### src/design/tsr_pkg.sv
// package of constants and types for the tdm serial routing setup block
// Function
// - line interface mode register resets to zero
// - clock route register resets to zero, unconnected
// - rx frame starts after rx sync delay
// - tx frame starts after tx sync delay
// - common bit clocks both directions from rx
// - common bit frames both directions from rx sync
// - division 10 gives 32 entries per direction
// - global mode holds enables and division
// - command 0xF0 selects shadow, 0x00 normal
// - routing ram occupies 0x700 to 0x7FF
// - 16-bit entries on 16-bit boundaries, two bytes apart
// - connect bit attaches channel, ignores clock selects
// - protocol field 1010 selects multichannel protocol
package tsr_pkg;

  // register offsets (byte addresses)
  localparam logic [11:0] OFS_LINE_MODE   = 12'h000;
  localparam logic [11:0] OFS_CLK_ROUTE   = 12'h004;
  localparam logic [11:0] OFS_GLOBAL_MODE = 12'h008;
  localparam logic [11:0] OFS_RAM_SELECT  = 12'h00C;
  localparam logic [11:0] OFS_GEN_LOW     = 12'h010;
  localparam logic [11:0] OFS_GEN_HIGH    = 12'h014;
  localparam logic [11:0] OFS_STATUS      = 12'h018;
  localparam logic [3:0]  RAM_BASE_NIBBLE = 4'h7;
  localparam int          RAM_ENTRIES     = 128;

  // reset values
  localparam logic [31:0] RST_WORD = 32'h0000_0000;
  localparam logic [7:0]  RST_BYTE = 8'h00;

  // line interface mode fields
  localparam int MODE_TX_DELAY_LSB = 0;
  localparam int MODE_COMMON_BIT   = 6;
  localparam int MODE_RX_DELAY_LSB = 12;

  // clock route fields (channel one, low byte)
  localparam int ROUTE_TX_CS_LSB  = 0;
  localparam int ROUTE_RX_CS_LSB  = 3;
  localparam int ROUTE_CONNECT    = 6;
  localparam int ROUTE_GRANT      = 7;

  // global mode and ram select fields
  localparam int GLB_DIVISION_LSB = 0;
  localparam int GLB_LINE_A_EN    = 2;
  localparam int GLB_LINE_B_EN    = 3;
  localparam int SEL_TX_A         = 4;
  localparam int SEL_RX_A         = 5;

  // general mode low fields
  localparam int          GEN_MODE_LSB = 0;
  localparam int          GEN_TX_EN    = 4;
  localparam int          GEN_RX_EN    = 5;
  localparam logic [3:0]  PROTO_MULTI  = 4'hA;

  // routing entry fields
  localparam int ENTRY_LAST       = 0;
  localparam int ENTRY_STROBE_LSB = 1;

  // bits per time slot, minus one
  localparam logic [2:0] SLOT_LAST_BIT = 3'h7;

  typedef enum logic [1:0] {TSR_IDLE, TSR_DELAY, TSR_RUN} tsr_phase_t;

  typedef struct packed {
    tsr_phase_t  phase;
    logic [1:0]  cnt;
    logic [2:0]  bits;
    logic [4:0]  ptr;
    logic        shadow;
    logic        start;
  } tsr_walk_t;

endpackage : tsr_pkg

### src/design/tsr_routing.sv
// routing configuration registers, routing ram and frame walkers of one tdm line
`timescale 1ns/1ns
module tsr_routing
  import tsr_pkg::*;
(
  input  wire logic        clock,
  input  wire logic        rst_b,
  input  wire logic [11:0] addr,
  input  wire logic [31:0] wdata,
  input  wire logic        wr,
  input  wire logic        rd,
  output logic      [31:0] rdata,
  input  wire logic        line_rx_clock_pin,
  input  wire logic        line_tx_clock_pin,
  input  wire logic        line_rx_sync_pin,
  input  wire logic        line_tx_sync_pin,
  output logic             rx_frame_start,
  output logic             tx_frame_start,
  output logic             rx_slot_active,
  output logic             tx_slot_active,
  output logic      [3:0]  slot_strobe_outputs,
  output logic             channel_tdm_connect,
  output logic      [2:0]  channel_rx_clock_select,
  output logic      [2:0]  channel_tx_clock_select,
  output logic             channel_rx_run,
  output logic             channel_tx_run,
  output logic             multichannel_protocol
);

  ////////////////////////////////////////////////////////////////////////////////
  // register state
  logic [31:0] line_interface_mode;
  logic [31:0] serial_clock_route;
  logic [7:0]  tdm_global_mode;
  logic [7:0]  routing_ram_select;
  logic [31:0] channel_general_mode_low;
  logic [31:0] channel_general_mode_high;
  logic [15:0] route_ram [RAM_ENTRIES];
  tsr_walk_t   rx_walk;
  tsr_walk_t   tx_walk;
  tsr_walk_t   next_rx_walk;
  tsr_walk_t   next_tx_walk;

  // table index of an entry: line a, direction, shadow half when divided
  function automatic logic [6:0] entry_index(input logic dir, input logic shadow,
                                             input logic [4:0] ptr, input logic [1:0] div);
    if (div[0])
      entry_index = {1'b0, dir, shadow, ptr[3:0]};
    else
      entry_index = {1'b0, dir, ptr}; // 32 entries per direction
  endfunction : entry_index

  // one serial clock step of a frame walker
  function automatic tsr_walk_t walk_step(input tsr_walk_t w, input logic edge_seen,
                                          input logic sync, input logic [1:0] delay,
                                          input logic shadow_req, input logic last,
                                          input logic enable);
    tsr_walk_t n;
    n = w;
    n.start = 1'b0;
    if (!enable)
    begin
      n.phase = TSR_IDLE;
    end
    else if (edge_seen)
    begin
      if (sync && w.phase != TSR_DELAY)
      begin
        n.cnt   = delay;
        n.phase = TSR_DELAY;
        if (delay == 2'h0)
        begin
          n.phase  = TSR_RUN;
          n.start  = 1'b1;
          n.bits   = 3'h0;
          n.ptr    = 5'h00;
          n.shadow = shadow_req;
        end
      end
      else
      begin
        case (w.phase)
          TSR_DELAY:
          begin
            if (w.cnt <= 2'h1)
            begin
              n.phase  = TSR_RUN; // frame begins after the set delay
              n.start  = 1'b1;
              n.bits   = 3'h0;
              n.ptr    = 5'h00;
              n.shadow = shadow_req; // ram area switches here and on a sync with zero delay
            end
            else
            begin
              n.cnt = w.cnt - 2'h1;
            end
          end
          TSR_RUN:
          begin
            n.bits = w.bits + 3'h1;
            if (w.bits == SLOT_LAST_BIT)
            begin
              if (last)
                n.phase = TSR_IDLE; // end of routing list, await next sync
              else
                n.ptr = w.ptr + 5'h01;
            end
          end
          default:
          begin
            n.phase = TSR_IDLE;
          end
        endcase
      end
    end
    walk_step = n;
  endfunction : walk_step

  ////////////////////////////////////////////////////////////////////////////////
  // pin synchronisers and edge history
  logic [3:0] pin_meta;
  logic [3:0] pin_sync;
  logic [1:0] clk_prev;

  always_ff @(posedge clock or negedge rst_b)
  begin
    if (!rst_b)
    begin
      pin_meta <= 4'h0;
      pin_sync <= 4'h0;
      clk_prev <= 2'h0;
    end
    else
    begin
      pin_meta <= {line_tx_sync_pin, line_rx_sync_pin, line_tx_clock_pin, line_rx_clock_pin};
      pin_sync <= pin_meta;
      clk_prev <= pin_sync[1:0];
    end
  end

  // common mode takes clock and sync of both directions from the rx pins
  logic       common;
  logic       rx_edge;
  logic       tx_edge;
  logic       tx_sync_eff;
  logic [6:0] rx_idx;
  logic [6:0] tx_idx;
  logic [6:0] rx_next_idx;
  logic [15:0] rx_entry;
  logic [15:0] tx_entry;
  logic        line_on;

  assign common      = line_interface_mode[MODE_COMMON_BIT];
  assign rx_edge     = pin_sync[0] && !clk_prev[0];
  assign tx_edge     = common ? rx_edge : (pin_sync[1] && !clk_prev[1]);
  assign tx_sync_eff = common ? pin_sync[2] : pin_sync[3];
  assign line_on     = tdm_global_mode[GLB_LINE_A_EN];
  assign rx_idx      = entry_index(1'b0, rx_walk.shadow, rx_walk.ptr,
                                   tdm_global_mode[1:0]);
  assign tx_idx      = entry_index(1'b1, tx_walk.shadow, tx_walk.ptr,
                                   tdm_global_mode[1:0]);
  // entry the rx walker points at after this edge, so strobes track slot active
  assign rx_next_idx = entry_index(1'b0, next_rx_walk.shadow, next_rx_walk.ptr,
                                   tdm_global_mode[1:0]);
  assign rx_entry    = route_ram[rx_idx];
  assign tx_entry    = route_ram[tx_idx];

  // next walker states
  always_comb
  begin
    next_rx_walk = walk_step(rx_walk, rx_edge, pin_sync[2],
                             line_interface_mode[MODE_RX_DELAY_LSB +: 2],
                             routing_ram_select[SEL_RX_A], rx_entry[ENTRY_LAST], line_on);
    next_tx_walk = walk_step(tx_walk, tx_edge, tx_sync_eff,
                             line_interface_mode[MODE_TX_DELAY_LSB +: 2],
                             routing_ram_select[SEL_TX_A], tx_entry[ENTRY_LAST], line_on);
  end

  ////////////////////////////////////////////////////////////////////////////////
  // frame walkers
  always_ff @(posedge clock or negedge rst_b)
  begin
    if (!rst_b)
    begin
      rx_walk <= '0;
      tx_walk <= '0;
    end
    else
    begin
      rx_walk <= next_rx_walk;
      tx_walk <= next_tx_walk;
    end
  end

  ////////////////////////////////////////////////////////////////////////////////
  // configuration registers, writes act on the next edge
  logic wr_hit_ram;
  assign wr_hit_ram = (addr[11:8] == RAM_BASE_NIBBLE);

  always_ff @(posedge clock or negedge rst_b)
  begin
    if (!rst_b)
    begin
      line_interface_mode       <= RST_WORD;
      serial_clock_route        <= RST_WORD;
      tdm_global_mode           <= RST_BYTE;
      routing_ram_select        <= RST_BYTE;
      channel_general_mode_low  <= RST_WORD;
      channel_general_mode_high <= RST_WORD;
    end
    else if (wr)
    begin
      case (addr)
        OFS_LINE_MODE:   line_interface_mode       <= wdata;
        OFS_CLK_ROUTE:   serial_clock_route        <= wdata;
        OFS_GLOBAL_MODE: tdm_global_mode           <= {4'h0, wdata[3:0]};
        OFS_RAM_SELECT:  routing_ram_select        <= {wdata[7:4], 4'h0};
        OFS_GEN_LOW:     channel_general_mode_low  <= wdata;
        OFS_GEN_HIGH:    channel_general_mode_high <= wdata;
        default:         ;
      endcase
    end
  end

  // routing ram: 16-bit entries, two bytes apart
  always_ff @(posedge clock)
  begin
    if (wr && wr_hit_ram)
      route_ram[addr[7:1]] <= wdata[15:0];
  end

  ////////////////////////////////////////////////////////////////////////////////
  // read port, data valid only in the cycle after the strobe
  always_ff @(posedge clock or negedge rst_b)
  begin
    if (!rst_b)
      rdata <= RST_WORD;
    else if (rd && wr_hit_ram)
      rdata <= {16'h0000, route_ram[addr[7:1]]};
    else if (rd)
    begin
      case (addr)
        OFS_LINE_MODE:   rdata <= line_interface_mode;
        OFS_CLK_ROUTE:   rdata <= serial_clock_route;
        OFS_GLOBAL_MODE: rdata <= {24'h0, tdm_global_mode};
        OFS_RAM_SELECT:  rdata <= {24'h0, routing_ram_select};
        OFS_GEN_LOW:     rdata <= channel_general_mode_low;
        OFS_GEN_HIGH:    rdata <= channel_general_mode_high;
        OFS_STATUS:      rdata <= {8'h0, tx_walk.shadow, tx_walk.phase, tx_walk.ptr,
                                   8'h0, rx_walk.shadow, rx_walk.phase, rx_walk.ptr};
        default:         rdata <= RST_WORD; // unmapped reads as zero
      endcase
    end
    else
      rdata <= RST_WORD;
  end

  ////////////////////////////////////////////////////////////////////////////////
  // frame and slot outputs
  always_ff @(posedge clock or negedge rst_b)
  begin
    if (!rst_b)
    begin
      rx_frame_start      <= 1'b0;
      tx_frame_start      <= 1'b0;
      rx_slot_active      <= 1'b0;
      tx_slot_active      <= 1'b0;
      slot_strobe_outputs <= 4'h0;
    end
    else
    begin
      rx_frame_start      <= next_rx_walk.start;
      tx_frame_start      <= next_tx_walk.start;
      rx_slot_active      <= (next_rx_walk.phase == TSR_RUN);
      tx_slot_active      <= (next_tx_walk.phase == TSR_RUN);
      slot_strobe_outputs <= (next_rx_walk.phase == TSR_RUN) ?
                             route_ram[rx_next_idx][ENTRY_STROBE_LSB +: 4] : 4'h0;
    end
  end

  ////////////////////////////////////////////////////////////////////////////////
  // channel attachment and protocol selection
  logic connect;
  logic multi;
  assign connect = serial_clock_route[ROUTE_CONNECT];
  assign multi   = (channel_general_mode_low[GEN_MODE_LSB +: 4] == PROTO_MULTI);

  always_ff @(posedge clock or negedge rst_b)
  begin
    if (!rst_b)
    begin
      channel_tdm_connect     <= 1'b0;
      channel_rx_clock_select <= 3'h0;
      channel_tx_clock_select <= 3'h0;
      channel_rx_run          <= 1'b0;
      channel_tx_run          <= 1'b0;
      multichannel_protocol   <= 1'b0;
    end
    else
    begin
      channel_tdm_connect     <= connect;
      channel_rx_clock_select <= connect ? 3'h0 :
                                 serial_clock_route[ROUTE_RX_CS_LSB +: 3];
      channel_tx_clock_select <= connect ? 3'h0 :
                                 serial_clock_route[ROUTE_TX_CS_LSB +: 3];
      channel_rx_run          <= connect && multi && channel_general_mode_low[GEN_RX_EN];
      channel_tx_run          <= connect && multi && channel_general_mode_low[GEN_TX_EN];
      multichannel_protocol   <= multi;
    end
  end

endmodule : tsr_routing

### config.mk
export PLATFORM = sky130hd
export DESIGN_NAME = tsr_routing
export DESIGN_NICKNAME = d
export VERILOG_FILES = /design/src/design/tsr_pkg.sv /design/src/design/tsr_routing.sv
export SDC_FILE = /design/constraint.sdc
export NUM_CORES = 2
export LEC_CHECK = 0
export BUFFER_PORTS_ARGS = -buffer_cell sky130_fd_sc_hd__buf_2
export CAP_MARGIN = 20
export CORE_MARGIN = 8
export CORE_UTILIZATION = 60
export CTS_CLUSTER_DIAMETER = 200
export DETAILED_ROUTE_END_ITERATION = 7
export MAX_ROUTING_LAYER = met4
export PLACE_DENSITY = 0.76
export RECOVER_POWER = 50
export SETUP_SLACK_MARGIN = 0.4
export SLEW_MARGIN = 25
export SYNTH_ARGS = -nofsm -noshare
export SYNTH_HDL_FRONTEND = slang
export SYNTH_SLANG_ARGS = --single-unit
### constraint.sdc
create_clock -name clock -period 10.3 [get_ports clock]
set_input_delay 0.515 -clock clock [delete_from_list [all_inputs] [get_ports clock]]
set_output_delay 0.515 -clock clock [all_outputs]
set_load 0.005 [all_outputs]
==> key figures <==
Cells and area
  • # fillers: 8932
  • Layout cell share with drive strength beyond 1: 14.53%
  • Area delta synth->final: 12.13%
  • Nets: 5160
  • Seq. cell area: 0.06705 mm^2
  • Footprint of the multi-input gates: 0.01681 mm^2

Worst setup path
  • Crit Path Class: input pin to flop
  • Buffers & Inverters on Critical Path: 2
  • Critical path peak fanout: 90
  • Critical path's largest stage delay: 3.21 ns
  • Top cell by count, worst path: clkbuf_1
  • Startpoint types: input pin
  • Cells along the critical path: clkbuf_1 -> clkbuf_1
  • Critical path's slowest cell: clkbuf_1
  • Worst Path Required: 10.31 ns
  • Register-to-register path setup slack: 5.29 ns
  • CP top delay family: buffers and inverters
  • FF-to-FF End: slot_strobe_outputs[3]$_DFF_PN0_
  • Crit. Startpoint: wdata[3]
  • Worst R2R Start: rx_walk[2]$_DFF_PN0_
  • Number of stages on the worst setup path: 2
  • Reg2Reg Depth: 10
  • Worst setup EP type: flop
  • Critical Path AT: 5.85 ns

Power
  • Sequential Power Share: 54.4%
  • Pint: 14.56 mW
  • Clock Power Share: 41.8%
  • Pwr Density: 193.9 mW/mm^2
  • Total power draw: 18.53 mW
  • Gate power share: 3.9%
  • Net Switching: 3.965 mW
  • LEAKAGE: 30.82 nW
  • IR drop worst, VDD: 136.5 uV
  • Sw Ratio: 21.40%

Floorplan
  • I/O pin total: 102
  • Initial Util: 60.32%
  • Die X: 392.8 um
  • FP Rows: 138
  • Die area: 0.1543 mm^2
  • Die Y: 392.8 um
  • Core box area: 0.1412 mm^2

Drt
  • Drt pass-1 iters: 6
  • Mean routed wirelength per cell: 34.46 um
  • Final WL: 247200 um
  • Antenna-violating nets left: 0
  • Number of vias per cell: 7.291
  • DRC: 0
  • DR iter-0 viols: 9203
  • Via count: 52.30k

Timing
  • Tmin final: 5.839 ns
  • Slew headroom: -225.7%
  • Crit share post-route: 56.68%
  • # setup viols final: 0
  • Setup TNS: 0 ns
  • Final hold violation count: 0
  • Max Freq: 171.3 MHz
  • Final Max Tran Viols: 2266
  • Worst Tran Pin Value: 4.886 ns
  • RSZ-0062 raised after global routing: false
  • Clock skew: 0.03295 ns

Job
  • MaxCap Viol Count: 33

Yosys
  • Leading post-synthesis cells by cell area: edfxtp_1, dfrtp_1, a22oi_1, a221oi_1, mux2_2
  • Ys Warns: 0
  • Fraction of synthesis flops using an asynchronous set or reset pin: 9.780%
  • Netlist cell types: 75
  • Syn_nets: 4949
  • Sequential area share after synthesis: 78.70%
  • Area fraction of the dominant cell type after synthesis: 72.18%
  • Syn Std Cell Area: 0.08520 mm^2
  • Post-synth EDFFs: 2048
  • Cell taking the most area after synthesis: edfxtp_1
  • Post-synth top flop: edfxtp_1
  • Syn Area/Cell: 17.44 um^2
  • #FFs+latches synth: 2270
  • Synth Instances: 4885

Clocking
  • Maximum root-to-sink buffer count: 3
  • Num Clock Sinks: 2270
  • Clock-pin slew of the registers on the worst-case setup and hold paths: 0.06 ns
  • TritonCTS Buffers: 213
  • H-Tree Depth: 4
  • Clk root buf: clkbuf_16
  • Cts repair resizes: 0
  • Worst-Skew Late Latency: 0.86 ns
  • CTS tree: done

Placed design
  • Hpwl dp: 141900 um
  • Routability cong.: 0.9561
  • # port buffers: 101

GRT
  • GRT Util Overall: 32.21%
  • Vias in the first global route: 49.33k
  • Largest net degree at the start of global routing: 125
  • Initial antenna violation count: 8
  • First-pass GRT wire length: 351600 um
  • Total grt overflow: 0

Worst hold path
  • Hold depth: 3
  • Hold/Removal Path Class: input pin to flop
  • Hold Path End: routing_ram_select[7]$_DFFE_PN0P_
  • Worst Hold Launch: wr

Run status
  • Violated checks: max-capacitance violations, max-slew violations
  • Run status: finished, violations left
==> state kept, by name, indices dropped and copies added, names as in the netlist, 2 cells and up <==
register                   count
route_ram                   2048
channel_general_mode_high     32
channel_general_mode_low      32
line_interface_mode           32
rdata                         32
serial_clock_route            32
rx_walk                       13
tx_walk                       13
pin_meta                       4
pin_sync                       4
routing_ram_select             4
slot_strobe_outputs            4
tdm_global_mode                4
channel_rx_clock_select        3
channel_tx_clock_select        3
clk_prev                       2
==> layer usage <==
layer / share of wire, % / up-vias / track usage (%)
met2: 45 / 4477 / 47.31
met1: 36 / 26310 / 44.12
met3: 14 / 618 / 7.577
li1: - / 20890 / -
met4: 4.6 / 0 / 12.91
met5: 0 / - / -
==> area by class of cell <==
cell class                 count  area share (%)
clock inverter               109           1.206
multi-input combinational   2255           17.60
antenna                       10         0.02619
timing repair buffer         334           2.385
tap                         1890           2.475
sequential                  2270           70.19
inverter                      22         0.08906
clock buffer                 283           6.034
==> worst register-to-register path, stage by stage (launching register included) <==
cell,delay [ns]
dfrtp_1,0.96
mux4_2,0.63
a211oi_2,0.28
a22o_1,0.43
a31o_1,0.20
and2_1,0.65
clkinv_2,0.48
mux2i_1,0.31
o32ai_1,0.12
or4_1,0.51
a211o_1,0.31
==> cell families after synthesis <==
group / count (synthesis) / share of synthesized area [%]
flip-flops: 2270 / 78.70
XOR/XNOR: 2 / 0.02056
adder cells (fa/ha/maj): 12 / 0.1762
buffers and inverters: 360 / 1.668
AND/OR/NAND/NOR: 535 / 3.168
multiplexers: 222 / 3.093
AO/OA/AOI/OAI: 1484 / 13.17
==> stage by stage <==
step | utilization, % | hold WS (ns) | cells | setup slack [ns] | instance area, um^2
floorplan | - | 0.2194 | 4885 | 6.458 | 85200
finish | 67.64 | 0.3035 | 7173 | 4.461 | 95530
global route | 67.63 | 0.2833 | 7169 | 4.463 | 95520
global placement | 62.66 | 0.3450 | 6748 | 5.098 | 88510
detailed placement | 62.68 | 0.3443 | 6749 | 5.031 | 88520
CTS | 67.72 | 0.1270 | 7162 | 5.368 | 95650
==> power by group through the flow <==
stage | Sequential, mW | Clock (mW) | Combinational [mW]
global route | 10.1 | 8.12 | 0.732
global placement | 10.2 | 0 | 0.672
CTS | 10.1 | 7.76 | 0.695
finish | 10.1 | 7.73 | 0.714
floorplan | 10.2 | 0 | 0.284
detailed placement | 10.2 | 0 | 0.685
==> synthesized netlist by cell type, types with 11 or more instances <==
master    count
mux2_2      160
nor2_1      183
dfrtp_1     222
a22oi_1     702
mux2_1       20
a31oi_1     157
a22o_1      201
inv_1        19
o211ai_1     17
o21ai_0      58
nand2_1      79
nand4_1     109
ha_1         12
nor2b_1      17
nand3_1      34
a221oi_1    210
mux4_2       15
a211oi_1     11
clkbuf_1    223
nor4_1       38
buf_1        98
mux2i_1      27
a21oi_1      34
nor3_1       17
edfxtp_1   2048
o22ai_1      40
==> worst max-delay path by stage <==
stage / endpoint
detailed placement: rdata[2]$_DFF_PN0_
floorplan: route_ram[105][0]$_DFFE_PP_
finish: route_ram[108][3]$_DFFE_PP_
global route: rdata[13]$_DFF_PN0_
global placement: route_ram[19][15]$_DFFE_PP_
CTS: slot_strobe_outputs[1]$_DFF_PN0_
==> layout by cell type (no fill, tap or decap), drive strengths merged, types with 40 or more instances in the layout <==
master	netlist	routed
a221oi	210	210
a22o	201	201
a22oi	702	702
a31oi	157	157
buf	115	256
clkbuf	223	340
clkinv	2	82
dfrtp	222	222
edfxtp	2048	2048
mux2	180	180
nand2	80	80
nand4	109	109
nor2	184	184
o21ai	63	63
o22ai	40	40
==> repair_timing <==
| item | 4_1_cts | 5_1_grt |
|---|---|---|
| buffers inserted | 0 | 0 |
| hold buffers | 21 | 0 |
| hold endpoints to repair | 160 | 0 |
| endpoints found under the setup margin | 0 | 0 |
(Power assumes the default switching activity.)
